**config.mk**
```make
export PLATFORM = sky130hd
export DESIGN_NAME = smsc_stop_ctrl
export DESIGN_NICKNAME = d
export VERILOG_FILES = /design/src/core/smsc_pkg.sv /design/src/core/smsc_stop_ctrl.sv
export VERILOG_INCLUDE_DIRS = /design/src /design/src/core
export SDC_FILE = /design/constraint.sdc
export NUM_CORES = 1
export LEC_CHECK = 0
export CORE_MARGIN = 2
export CORE_UTILIZATION = 35
export DETAILED_ROUTE_END_ITERATION = 12
export DONT_BUFFER_PORTS = 1
export GPL_ROUTABILITY_DRIVEN = 0
export PLACE_DENSITY = 0.52
export SYNTH_ARGS = -nofsm -noshare
export SYNTH_HDL_FRONTEND = slang
export SYNTH_SLANG_ARGS = --single-unit
```
**constraint.sdc**
```tcl
create_clock -name clk_i -period 1.9 [get_ports clk_i]
set_input_delay 0.285 -clock clk_i [delete_from_list [all_inputs] [get_ports clk_i]]
set_output_delay 0.285 -clock clk_i [all_outputs]
set_load 0.01 [all_outputs]
```
**src/core/smsc_consts.svh**
```systemverilog
/*
  constants for the standby sequencer: register offsets, field positions,
  reset values and timing counts.
  assumes a 50 MHz system clock and word-aligned wishbone addressing.
*/
`ifndef SMSC_CONSTS_SVH
`define SMSC_CONSTS_SVH

// register byte offsets
`define SMSC_REG_CTRL 4'h0
`define SMSC_REG_STATUS 4'h4
`define SMSC_REG_OPTION 4'h8

// ctrl fields
`define SMSC_CTRL_ITSEL_BIT 0
`define SMSC_CTRL_RESET 1'h0

// option byte fields
`define SMSC_OPT_STBYRUN_BIT 0
`define SMSC_OPT_WDTEN_BIT 4
`define SMSC_OPT_RESET 8'h00

// status fields
`define SMSC_ST_STATE_LSB 0
`define SMSC_ST_LSOSC_BIT 4
`define SMSC_ST_WDT_BIT 5
`define SMSC_ST_HSOSC_BIT 6

// timing: stop release time and clock period in ns, wait clocks after release and before stop
`define SMSC_RELEASE_NS 27000
`define SMSC_CLK_NS 20
`define SMSC_WAIT_VEC 11
`define SMSC_WAIT_NOVEC 3
`define SMSC_WAIT_STOP 2

`endif

```
**src/core/smsc_pkg.sv**
```systemverilog
/*
  types for the standby sequencer.
  assumes smsc_consts.svh holds the numbers.
*/
package smsc_pkg;
  typedef enum logic [2:0] {
    SMSC_RUN = 3'b000,
    SMSC_ENTER = 3'b001,
    SMSC_STOP = 3'b010,
    SMSC_STAB = 3'b011,
    SMSC_WAIT = 3'b100,
    SMSC_RESET = 3'b101
  } smsc_state_t;
endpackage

```
**src/core/smsc_stop_ctrl.sv**
```systemverilog
/*
  deep-stop sequencer: takes the stop instruction, halts core, flash and
  ram, gates the cpu clock, stops the fast oscillator, freezes port latches,
  and releases on unmasked interrupt or reset.
  assumes core signals are on clk_i; wake and reset inputs come from pins.
*/
`timescale 1ns/1ps
`include "smsc_consts.svh"

module smsc_stop_ctrl #(
  parameter int PORT_W = 8,
  parameter int RELEASE_NS = `SMSC_RELEASE_NS
) (
  input wire logic clk_i,
  input wire logic rst_i,
  // wishbone slave
  input wire logic cyc_i,
  input wire logic stb_i,
  input wire logic we_i,
  input wire logic [3:0] adr_i,
  input wire logic [3:0] sel_i,
  input wire logic [31:0] dat_i,
  output logic [31:0] dat_o,
  output logic ack_o,
  // core side
  input wire logic stop_instr_i,
  input wire logic idle_i,
  input wire logic int_pending_i,
  input wire logic int_ack_en_i,
  input wire logic [PORT_W-1:0] port_latch_i,
  // wake sources from pins
  input wire logic ext_reset_i,
  input wire logic ext_int_i,
  input wire logic key_int_i,
  input wire logic selectable_power_on_reset_reset_i,
  // controls
  output logic cpu_clk_en_o,
  output logic hs_osc_en_o,
  output logic ls_osc_en_o,
  output logic wdt_run_o,
  output logic core_halt_o,
  output logic flash_halt_o,
  output logic ram_halt_o,
  output logic periph_clk_en_o,
  output logic wake_detect_en_o,
  output logic reset_req_o,
  output logic vector_int_o,
  output logic resume_o,
  output logic [PORT_W-1:0] port_out_o
);
  localparam int REL_CYC_RAW = (RELEASE_NS + `SMSC_CLK_NS - 1) / `SMSC_CLK_NS;
  localparam int REL_CYC = (REL_CYC_RAW < 1) ? 1 : REL_CYC_RAW;
  // counter must also hold the longer post-release wait for short release times
  localparam int CNT_MAX = (REL_CYC > `SMSC_WAIT_VEC) ? REL_CYC : `SMSC_WAIT_VEC;
  localparam int CW = $clog2(CNT_MAX + 1) + 1;
  // pin sources that pass the synchroniser
  localparam int NPIN = 4;

  smsc_pkg::smsc_state_t state, next_state;
  logic [CW-1:0] cnt, next_cnt;
  logic vec, next_vec;
  logic [PORT_W-1:0] held, next_held;
  logic itsel, next_itsel;
  logic [7:0] option, next_option;
  logic ack, next_ack;
  logic [31:0] rdat, next_rdat;
  logic [NPIN-1:0] pin_raw;
  wire logic [NPIN-1:0] pin_sync;
  logic wake_rst, wake_int;

  // pin sources gathered in one vector: bit 0 reset pin, 1 external
  // interrupt, 2 key interrupt, 3 power-on-reset detector
  assign pin_raw = {selectable_power_on_reset_reset_i, key_int_i, ext_int_i, ext_reset_i};

  // two-flop synchroniser per pin source; only the second stage is read,
  // so a metastable first stage never reaches the sequencer
  for (genvar g = 0; g < NPIN; g++) begin : g_sync
    logic stage_a, stage_b, next_stage_a, next_stage_b;
    always_comb begin
      next_stage_a = pin_raw[g];
      next_stage_b = stage_a;
    end
    always_ff @(posedge clk_i or posedge rst_i) begin
      if (rst_i) begin
        stage_a <= 1'b0;
        stage_b <= 1'b0;
      end else begin
        stage_a <= next_stage_a;
        stage_b <= next_stage_b;
      end
    end
    assign pin_sync[g] = stage_b;
  end

  // reset sources cost two cycles of latency; accepted, since a reset pin
  // is held far longer than that
  assign wake_rst = pin_sync[0] | pin_sync[3];
  // these detectors never see a gated clock, so they can wake from stop
  assign wake_int = int_pending_i | pin_sync[1] | pin_sync[2];

  function automatic logic [31:0] rd_mux(input logic [3:0] a, input logic [31:0] st,
                                         input logic ts, input logic [7:0] op);
    case (a)
      `SMSC_REG_CTRL: rd_mux = {31'h0, ts};
      `SMSC_REG_STATUS: rd_mux = st;
      `SMSC_REG_OPTION: rd_mux = {24'h0, op};
      default: rd_mux = 32'h0;
    endcase
  endfunction

  // last cycle of any timed state; shared by the sequencer and the resume pulse
  function automatic logic cnt_last(input logic [CW-1:0] c);
    cnt_last = (c <= CW'(1));
  endfunction

  logic [31:0] status;
  always_comb begin
    status = 32'h0;
    status[`SMSC_ST_STATE_LSB +: 3] = state;
    status[`SMSC_ST_LSOSC_BIT] = ls_osc_en_o;
    status[`SMSC_ST_WDT_BIT] = wdt_run_o;
    status[`SMSC_ST_HSOSC_BIT] = hs_osc_en_o;
  end

  // register file next values; ack one cycle after request, drops next cycle.
  // read data is latched when the request is taken and stands while ack is up
  always_comb begin
    next_ack = cyc_i & stb_i & ~ack;
    next_rdat = rdat;
    next_itsel = itsel;
    next_option = option;
    if (cyc_i && stb_i && !ack) begin
      next_rdat = rd_mux(adr_i, status, itsel, option);
    end
    // writes land on the edge where the master sees ack, never earlier,
    // so a request dropped before ack leaves the registers alone
    if (cyc_i && stb_i && ack && we_i && sel_i[0]) begin
      if (adr_i == `SMSC_REG_CTRL) begin
        next_itsel = dat_i[`SMSC_CTRL_ITSEL_BIT];
      end
      if (adr_i == `SMSC_REG_OPTION) begin
        next_option = dat_i[7:0];
      end
    end
  end

  always_ff @(posedge clk_i or posedge rst_i) begin
    if (rst_i) begin
      ack <= 1'b0;
      rdat <= 32'h0;
      itsel <= `SMSC_CTRL_RESET;
      option <= `SMSC_OPT_RESET;
    end else begin
      ack <= next_ack;
      rdat <= next_rdat;
      itsel <= next_itsel;
      option <= next_option;
    end
  end

  assign ack_o = ack;
  assign dat_o = rdat;

  // sequencer: reset wins over interrupt release
  always_comb begin
    next_state = state;
    next_cnt = cnt;
    next_vec = vec;
    next_held = held;
    case (state)
      smsc_pkg::SMSC_RUN: begin
        next_held = port_latch_i;
        if (wake_rst) begin
          next_state = smsc_pkg::SMSC_RESET;
        end else if (stop_instr_i) begin
          next_vec = int_ack_en_i;
          if (int_pending_i) begin
            next_state = smsc_pkg::SMSC_STAB;
            next_cnt = CW'(REL_CYC);
          end else begin
            next_state = smsc_pkg::SMSC_ENTER;
            next_cnt = CW'(`SMSC_WAIT_STOP);
          end
        end
      end
      smsc_pkg::SMSC_ENTER: begin
        // halts settle before clocks go away
        if (wake_rst) begin
          next_state = smsc_pkg::SMSC_RESET;
        end else if (cnt_last(cnt)) begin
          next_state = smsc_pkg::SMSC_STOP;
        end else begin
          next_cnt = cnt - CW'(1);
        end
      end
      smsc_pkg::SMSC_STOP: begin
        if (wake_rst) begin
          next_state = smsc_pkg::SMSC_RESET;
        end else if (wake_int) begin
          next_vec = int_ack_en_i;
          next_state = smsc_pkg::SMSC_STAB;
          next_cnt = CW'(REL_CYC);
        end
      end
      smsc_pkg::SMSC_STAB: begin
        if (wake_rst) begin
          next_state = smsc_pkg::SMSC_RESET;
        end else if (cnt_last(cnt)) begin
          // oscillator settled; wait length depends on the mode fixed at wake
          next_state = smsc_pkg::SMSC_WAIT;
          next_cnt = vec ? CW'(`SMSC_WAIT_VEC) : CW'(`SMSC_WAIT_NOVEC);
        end else begin
          next_cnt = cnt - CW'(1);
        end
      end
      smsc_pkg::SMSC_WAIT: begin
        if (wake_rst) begin
          next_state = smsc_pkg::SMSC_RESET;
        end else if (cnt_last(cnt)) begin
          next_state = smsc_pkg::SMSC_RUN;
        end else begin
          next_cnt = cnt - CW'(1);
        end
      end
      smsc_pkg::SMSC_RESET: begin
        // held while reset source stays asserted
        if (!wake_rst) begin
          next_state = smsc_pkg::SMSC_RUN;
        end
      end
      default: begin
        next_state = smsc_pkg::SMSC_RUN;
      end
    endcase
  end

  always_ff @(posedge clk_i or posedge rst_i) begin
    if (rst_i) begin
      state <= smsc_pkg::SMSC_RUN;
      cnt <= '0;
      vec <= 1'b0;
      held <= '0;
    end else begin
      state <= next_state;
      cnt <= next_cnt;
      vec <= next_vec;
      held <= next_held;
    end
  end

  logic in_stop, halted, osc_off;
  // stop is the only state with the fast oscillator down; every other
  // non-run state keeps it up so the release wait has a clock to count
  assign in_stop = (state == smsc_pkg::SMSC_STOP);
  assign osc_off = in_stop;
  assign halted = (state != smsc_pkg::SMSC_RUN);

  // clock and oscillator gating; the idle input is only followed, never forced
  always_comb begin
    cpu_clk_en_o = !halted && !idle_i;
    hs_osc_en_o = !osc_off;
    periph_clk_en_o = !in_stop;
  end

  // core, flash and ram halt from the first entry cycle, before the
  // oscillator stops, so none of them sees a clipped clock
  always_comb begin
    core_halt_o = halted;
    flash_halt_o = halted;
    ram_halt_o = halted;
  end

  // wake detection is never gated; software cannot turn it off
  assign wake_detect_en_o = 1'b1;

  // slow oscillator follows itsel and the option bits only while stopped; watchdog follows its enable bit always, the standby-run bit only in stop
  always_comb begin
    wdt_run_o = option[`SMSC_OPT_WDTEN_BIT] &&
                (!in_stop || option[`SMSC_OPT_STBYRUN_BIT]);
    ls_osc_en_o = !in_stop || itsel ||
                  (option[`SMSC_OPT_WDTEN_BIT] && option[`SMSC_OPT_STBYRUN_BIT]);
  end

  // handshake to the core: reset request, or a one-cycle resume pulse that ends the wait (reset returns to run without one);
  // a reset arriving in the last wait cycle suppresses the pulse
  always_comb begin
    reset_req_o = (state == smsc_pkg::SMSC_RESET);
    resume_o = (state == smsc_pkg::SMSC_WAIT) && cnt_last(cnt) && !wake_rst;
    vector_int_o = resume_o && vec;
  end

  // port pins come from the snapshot flop: it follows the live latch in run
  // and freezes on the first non-run cycle; costs one cycle of lag in run
  assign port_out_o = held;
endmodule // smsc_stop_ctrl
```
; ---- Yosys cells after proc, flatten, opt, wreduce, memory -nomap -nowiden
; Cells that the tools add are included.
[classes]
addsub = 1
order_cmp = 1
n_eq_ne = 20
n_mux = 30
bitwise_logic = 6
reduce_logical = 30
[op_table]
columns = op, count
row1 = $mux 12, 8
row2 = $pmux 12 s4, 1
row3 = $mux 3, 11
row4 = $pmux 8 s3, 1
row5 = $pmux 3 s6, 1
row6 = $ne 2x2->1 const B, 8
row7 = $ne 3x3->1 const B, 5
row8 = $le 12x1->1 const B, 1
row9 = $sub 12x1->12 const B, 1
row10 = $logic_and 1x1->1, 11
row11 = $mux 11, 1
row12 = $reduce_and 8->1, 1
row13 = $eq 3x2->1 const B, 2
row14 = $eq 3x3->1 const B, 2
row15 = $reduce_and 6->1, 1
row16 = $logic_not 1->1, 5
row17 = $reduce_and 5->1, 1
row18 = $eq 4x3->1 const B, 1
row19 = $eq 4x4->1 const B, 1
row20 = $logic_not 4->1, 1
row21 = $mux 1, 4
row22 = $mux 4, 1
row23 = $reduce_and 2->1, 2
row24 = $reduce_bool 4->1, 1
row25 = other kinds (11), 16
[word_totals]
reg_bits = 74
input_bits = 61
output_inout_bits = 53

; ---- Longest topological paths before layout
[logic_depth]
word_depth = 5
mapped_depth = 8

; ---- Worst setup path before layout
; No wires, ideal clock.
[synth_timing]
path_type = flip-flop to flip-flop
startpoint = register cnt[0]
endpoint = register cnt[10]
t_arrival_ns = 1.867
setup_slack_ns = -0.104
path_stages_with_launch = 8
cell_sequence = dfrtp_1 > inv_1 > ha_1 > or3b_2 > nor2_1 > nand4_1 > o311ai_0 > o22ai_1
[synth_via]
elab_chain_len = 4
[synth_rtl]
columns = element, line
row1 = "start, declared", smsc_stop_ctrl.sv:60  ; logic [CW-1:0] cnt, next_cnt;
row2 = "start signal, assigned", smsc_stop_ctrl.sv:245  ; cnt <= next_cnt;
row3 = $sub 12x1->12 or $le 12x1->1 (tied branches), --
row4 = "$mux 12, on equally long branches", "smsc_stop_ctrl.sv:190, smsc_stop_ctrl.sv:219, smsc_stop_ctrl.sv:208"
row5 = "$mux 12, on equally long branches", "smsc_stop_ctrl.sv:188, smsc_stop_ctrl.sv:206"
row6 = $pmux 12 s4, smsc_stop_ctrl.sv:170  ; case (state)
; Several ways; a longest one is shown, not always the timed one. The select of a mux whose other input is x is not followed.
; A chain may end at the register's enable or synchronous reset.

; ---- Worst setup path in the final report
[layout_timing]
startpoint = register cnt[10]
endpoint = output port vector_int_o
[layout_via]
elab_chain_len = 4
[layout_rtl]
columns = element, line
row1 = $le 12x1->1, smsc_stop_ctrl.sv:113  ; cnt_last = (c <= CW'(1));
row2 = $logic_and 1x1->1 (2 in a row), smsc_stop_ctrl.sv:288  ; resume_o = (state == smsc_pkg::SMSC_WAIT) && cnt_last(cnt) && !wake_rst;
row3 = $logic_and 1x1->1, smsc_stop_ctrl.sv:289  ; vector_int_o = resume_o && vec;
row4 = "end, declared", smsc_stop_ctrl.sv:47  ; output logic vector_int_o,
; No other way between the ends.

==> flow_metrics.tcl <==
set metrics [dict create \
    design_area_um2 3360 \
    synthCells 269 \
    synth_xor_area_share_pct 0 \
    ys_async_sr_fraction_pct 100 \
    avgSynthCellArea_um2 10.2 \
    h-tree-depth 2 \
    synthFlopType "dfrtp_1" \
    dieArea_um2 8550 \
    hold_viol 0 \
    path_class "reg -> out" \
    overflow 0 \
    num_io_pins 114 \
    relSlewSlack_pct 58.6 \
    clk_pin_slew_ns 0.10 \
    cp_cell_sequence "nor4_4 -> buf_4 -> nand4_1 -> nor3_2 -> buf_4 -> and2_4" \
    dr.pass1.iters 4 \
    hpwl_um 4480 \
    coreArea_um2 7650 \
    switchingPower_w 0.00136 \
    placed_area_um2 3050 \
    synth_cell_types 54 \
    dp_cells 400 \
    power.share.clock_pct 17.9 \
    worst_pin_slew_ns 0.615 \
    clock_sinks 50 \
    fmax_mhz 499 \
    drc 0 \
    fin_nets 384 \
    vdd_drop_max_mv 0.609 \
    end_kind "output pin" \
    ys_ff_latch 50 \
    viasPerCell 4.97 \
    die_width_um 92.5 \
    synth_warnings 0 \
    drt_iter0_drc 75 \
    most-common-layout-cells "48 x dfrtp_1, 47 x buf_4, 25 x conb_1, 20 x nand2_1, 19 x mux2_2" \
    synthSimpleGateAreaFrac_pct 14.6 \
    swShare_pct 36.6 \
    synth.mux.area_fraction_pct 7.81 \
    final_common_cell "dfrtp_1" \
    clkLatencyLatePin_ns 0.31 \
    outcome "complete, but fails checks" \
    num_vias 2108 \
    syn2layout_area_growth_pct 22.7 \
    pwr-share-comb_pct 41.7 \
    place.port_buffers 0 \
    wirelength_um 6080 \
    cts_root_buffer "clkbuf_8" \
    num_antenna_cells 0 \
    cts_buffers 5 \
    die_h_um 92.5 \
    start_kind "register" \
    synth_compound_area_share_pct 18.5 \
    fin_util_pct 43.9 \
    cts_tree "built" \
    max_stage_delay_ns 0.42 \
    wl_per_cell_um 14.3 \
    hp-class "in -> reg" \
    violations "negative setup slack" \
    grt_antenna_before_repair 0 \
    timing.final.ws_setup_ns -0.104 \
    path_max_fanout 2 \
    cp.required_ns 1.62 \
    ys_seq_area_share_pct 45.7 \
    critPathArrivalTime_ns 1.72 \
    setup_viol 7 \
    skew_ns 0.0123 \
    num_rows 32 \
    drtAntennaViolNets 0 \
    grt_pass1_wl_um 9980 \
    intPower_w 0.00236 \
    rsz0062_at_grt "true" \
    syn_area_um2 2740 \
    globalRouteTotalUtil_pct 14.5 \
    cts_buffer_depth 2 \
    synth_fa_ha_area_share_pct 0.914 \
    crit_top_cell "buf_4" \
    synth_edf_count 0 \
    tns_ns -0.597 \
    start_util_pct 35.8 \
    instances_no_fill 424 \
    grt_pass1_vias 2059 \
    drv_cap 0 \
    power.density_nw_per_um2 1110 \
    power.leakage_nw 1.51 \
    post-route-period-util_pct 105 \
    seqPwrFrac_pct 40.5 \
    slowest_stage "dfrtp_1" \
    drive_gt1_share_pct 36.3 \
    min_period_ns 2.00 \
    grt_max_degree 27 \
    synth_top_family_by_area "compound AO/OA/AOI/OAI gates" \
    slew_viol_final 0 \
]
routing by layer:
layer / share of wire, % / global-route usage (%)
met5: 0 / 0
met2: 48 / 24.6
met3: 5.9 / 3.42
met1: 45 / 18.7
met4: 0.54 / 3.36
Yosys cell counts (3+ instances only):
cell / instances / area, µm²
a21oi_1: 13 / 65.1
a22oi_1: 7 / 52.6
a31oi_1: 8 / 50.1
and2_1: 3 / 18.8
buf_4: 30 / 225
clkbuf_1: 6 / 22.5
dfrtp_1: 50 / 1250
inv_1: 12 / 45.0
mux2_2: 19 / 214
nand2_1: 20 / 75.1
nand3_1: 7 / 35.0
nand4_1: 3 / 18.8
nor2_1: 11 / 41.3
nor3_1: 11 / 55.1
o21ai_0: 12 / 60.1
o22ai_2: 4 / 50.1
or2_2: 3 / 18.8
or3_1: 4 / 25.0
area by class of cell:
type,instances,area (µm²)
fillers,736,4290
multi-input cells,190,1290
flip-flops and latches,50,1250
repair buffers,62,554
well taps,102,128
clock buffers,5,68.8
inverters,12,45.0
clock inverters,3,22.5
final timing paths:
path                                         from                end  cells past startpoint  slack (ns)
min reg2reg                g_sync[1].next_stage_b  g_sync[1].stage_b                      0        0.36
max                                       cnt[10]       vector_int_o                      6       -0.10
min in group asynchronous                   rst_i      port_out_o[1]                      2        0.46
max reg2reg                               cnt[10]             cnt[6]                      9       -0.10
max in group asynchronous                   rst_i             cnt[4]                      3        0.90
min                               port_latch_i[0]      port_out_o[0]                      1        0.12
repair_timing:
action | in CTS | in global routing
endpoints found under the setup margin | 18 | 20
pin swaps | 4 | 4
gates resized for setup | 17 | 4
buffers inserted | 8 | 3
hold endpoints to repair | 28 | 0
hold buffers | 5 | 0
cloned | 1 | 0
state kept, by name, indices dropped and copies added (netlist names), 3 cells and up:
signal	cells
dat_o	8
cnt	12
state	3
g_sync.next_stage_b	4
g_sync.stage_b	4
port_out_o	8
option	8
critical path: cells and delay by family, from the launching register on:
family,cells,cell delay (ns)
DFF,1,0.42
and+or+nand+nor,4,0.70
buffers and inverters,2,0.30
stage by stage:
| stage | setup WS, ns | hold slack (ns) | total power [W] |
|---|---|---|---|
| final | -0.104 | 0.116 | 0.00372 |
| after global routing | -0.204 | 0.103 | 0.00398 |
| after CTS | -0.153 | 0.108 | 0.00370 |
| after detailed placement | -0.0985 | 0.249 | 0.00289 |
| after global placement | -0.0913 | 0.246 | 0.00287 |
| after floorplan | -0.0359 | 0.316 | 0.00238 |
power groups by stage:
stage	Clock, W	Combinational, W	Sequential [W]
2_1_floorplan	0	0.000887	0.00149
3_3_place_gp	0	0.00135	0.00152
3_5_place_dp	0	0.00137	0.00152
4_1_cts	0.000683	0.00151	0.00151
5_1_grt	0.000723	0.00172	0.00154
6_report	0.000665	0.00155	0.00150
kinds of logic after synthesis:
family | Yosys count
AO/OA/AOI/OAI | 69
buffers and inverters | 52
multiplexers | 19
flip-flops | 50
adder cells (fa/ha/maj) | 2
AND/OR/NAND/NOR | 75
other | 2
(Power assumes the default switching activity.)
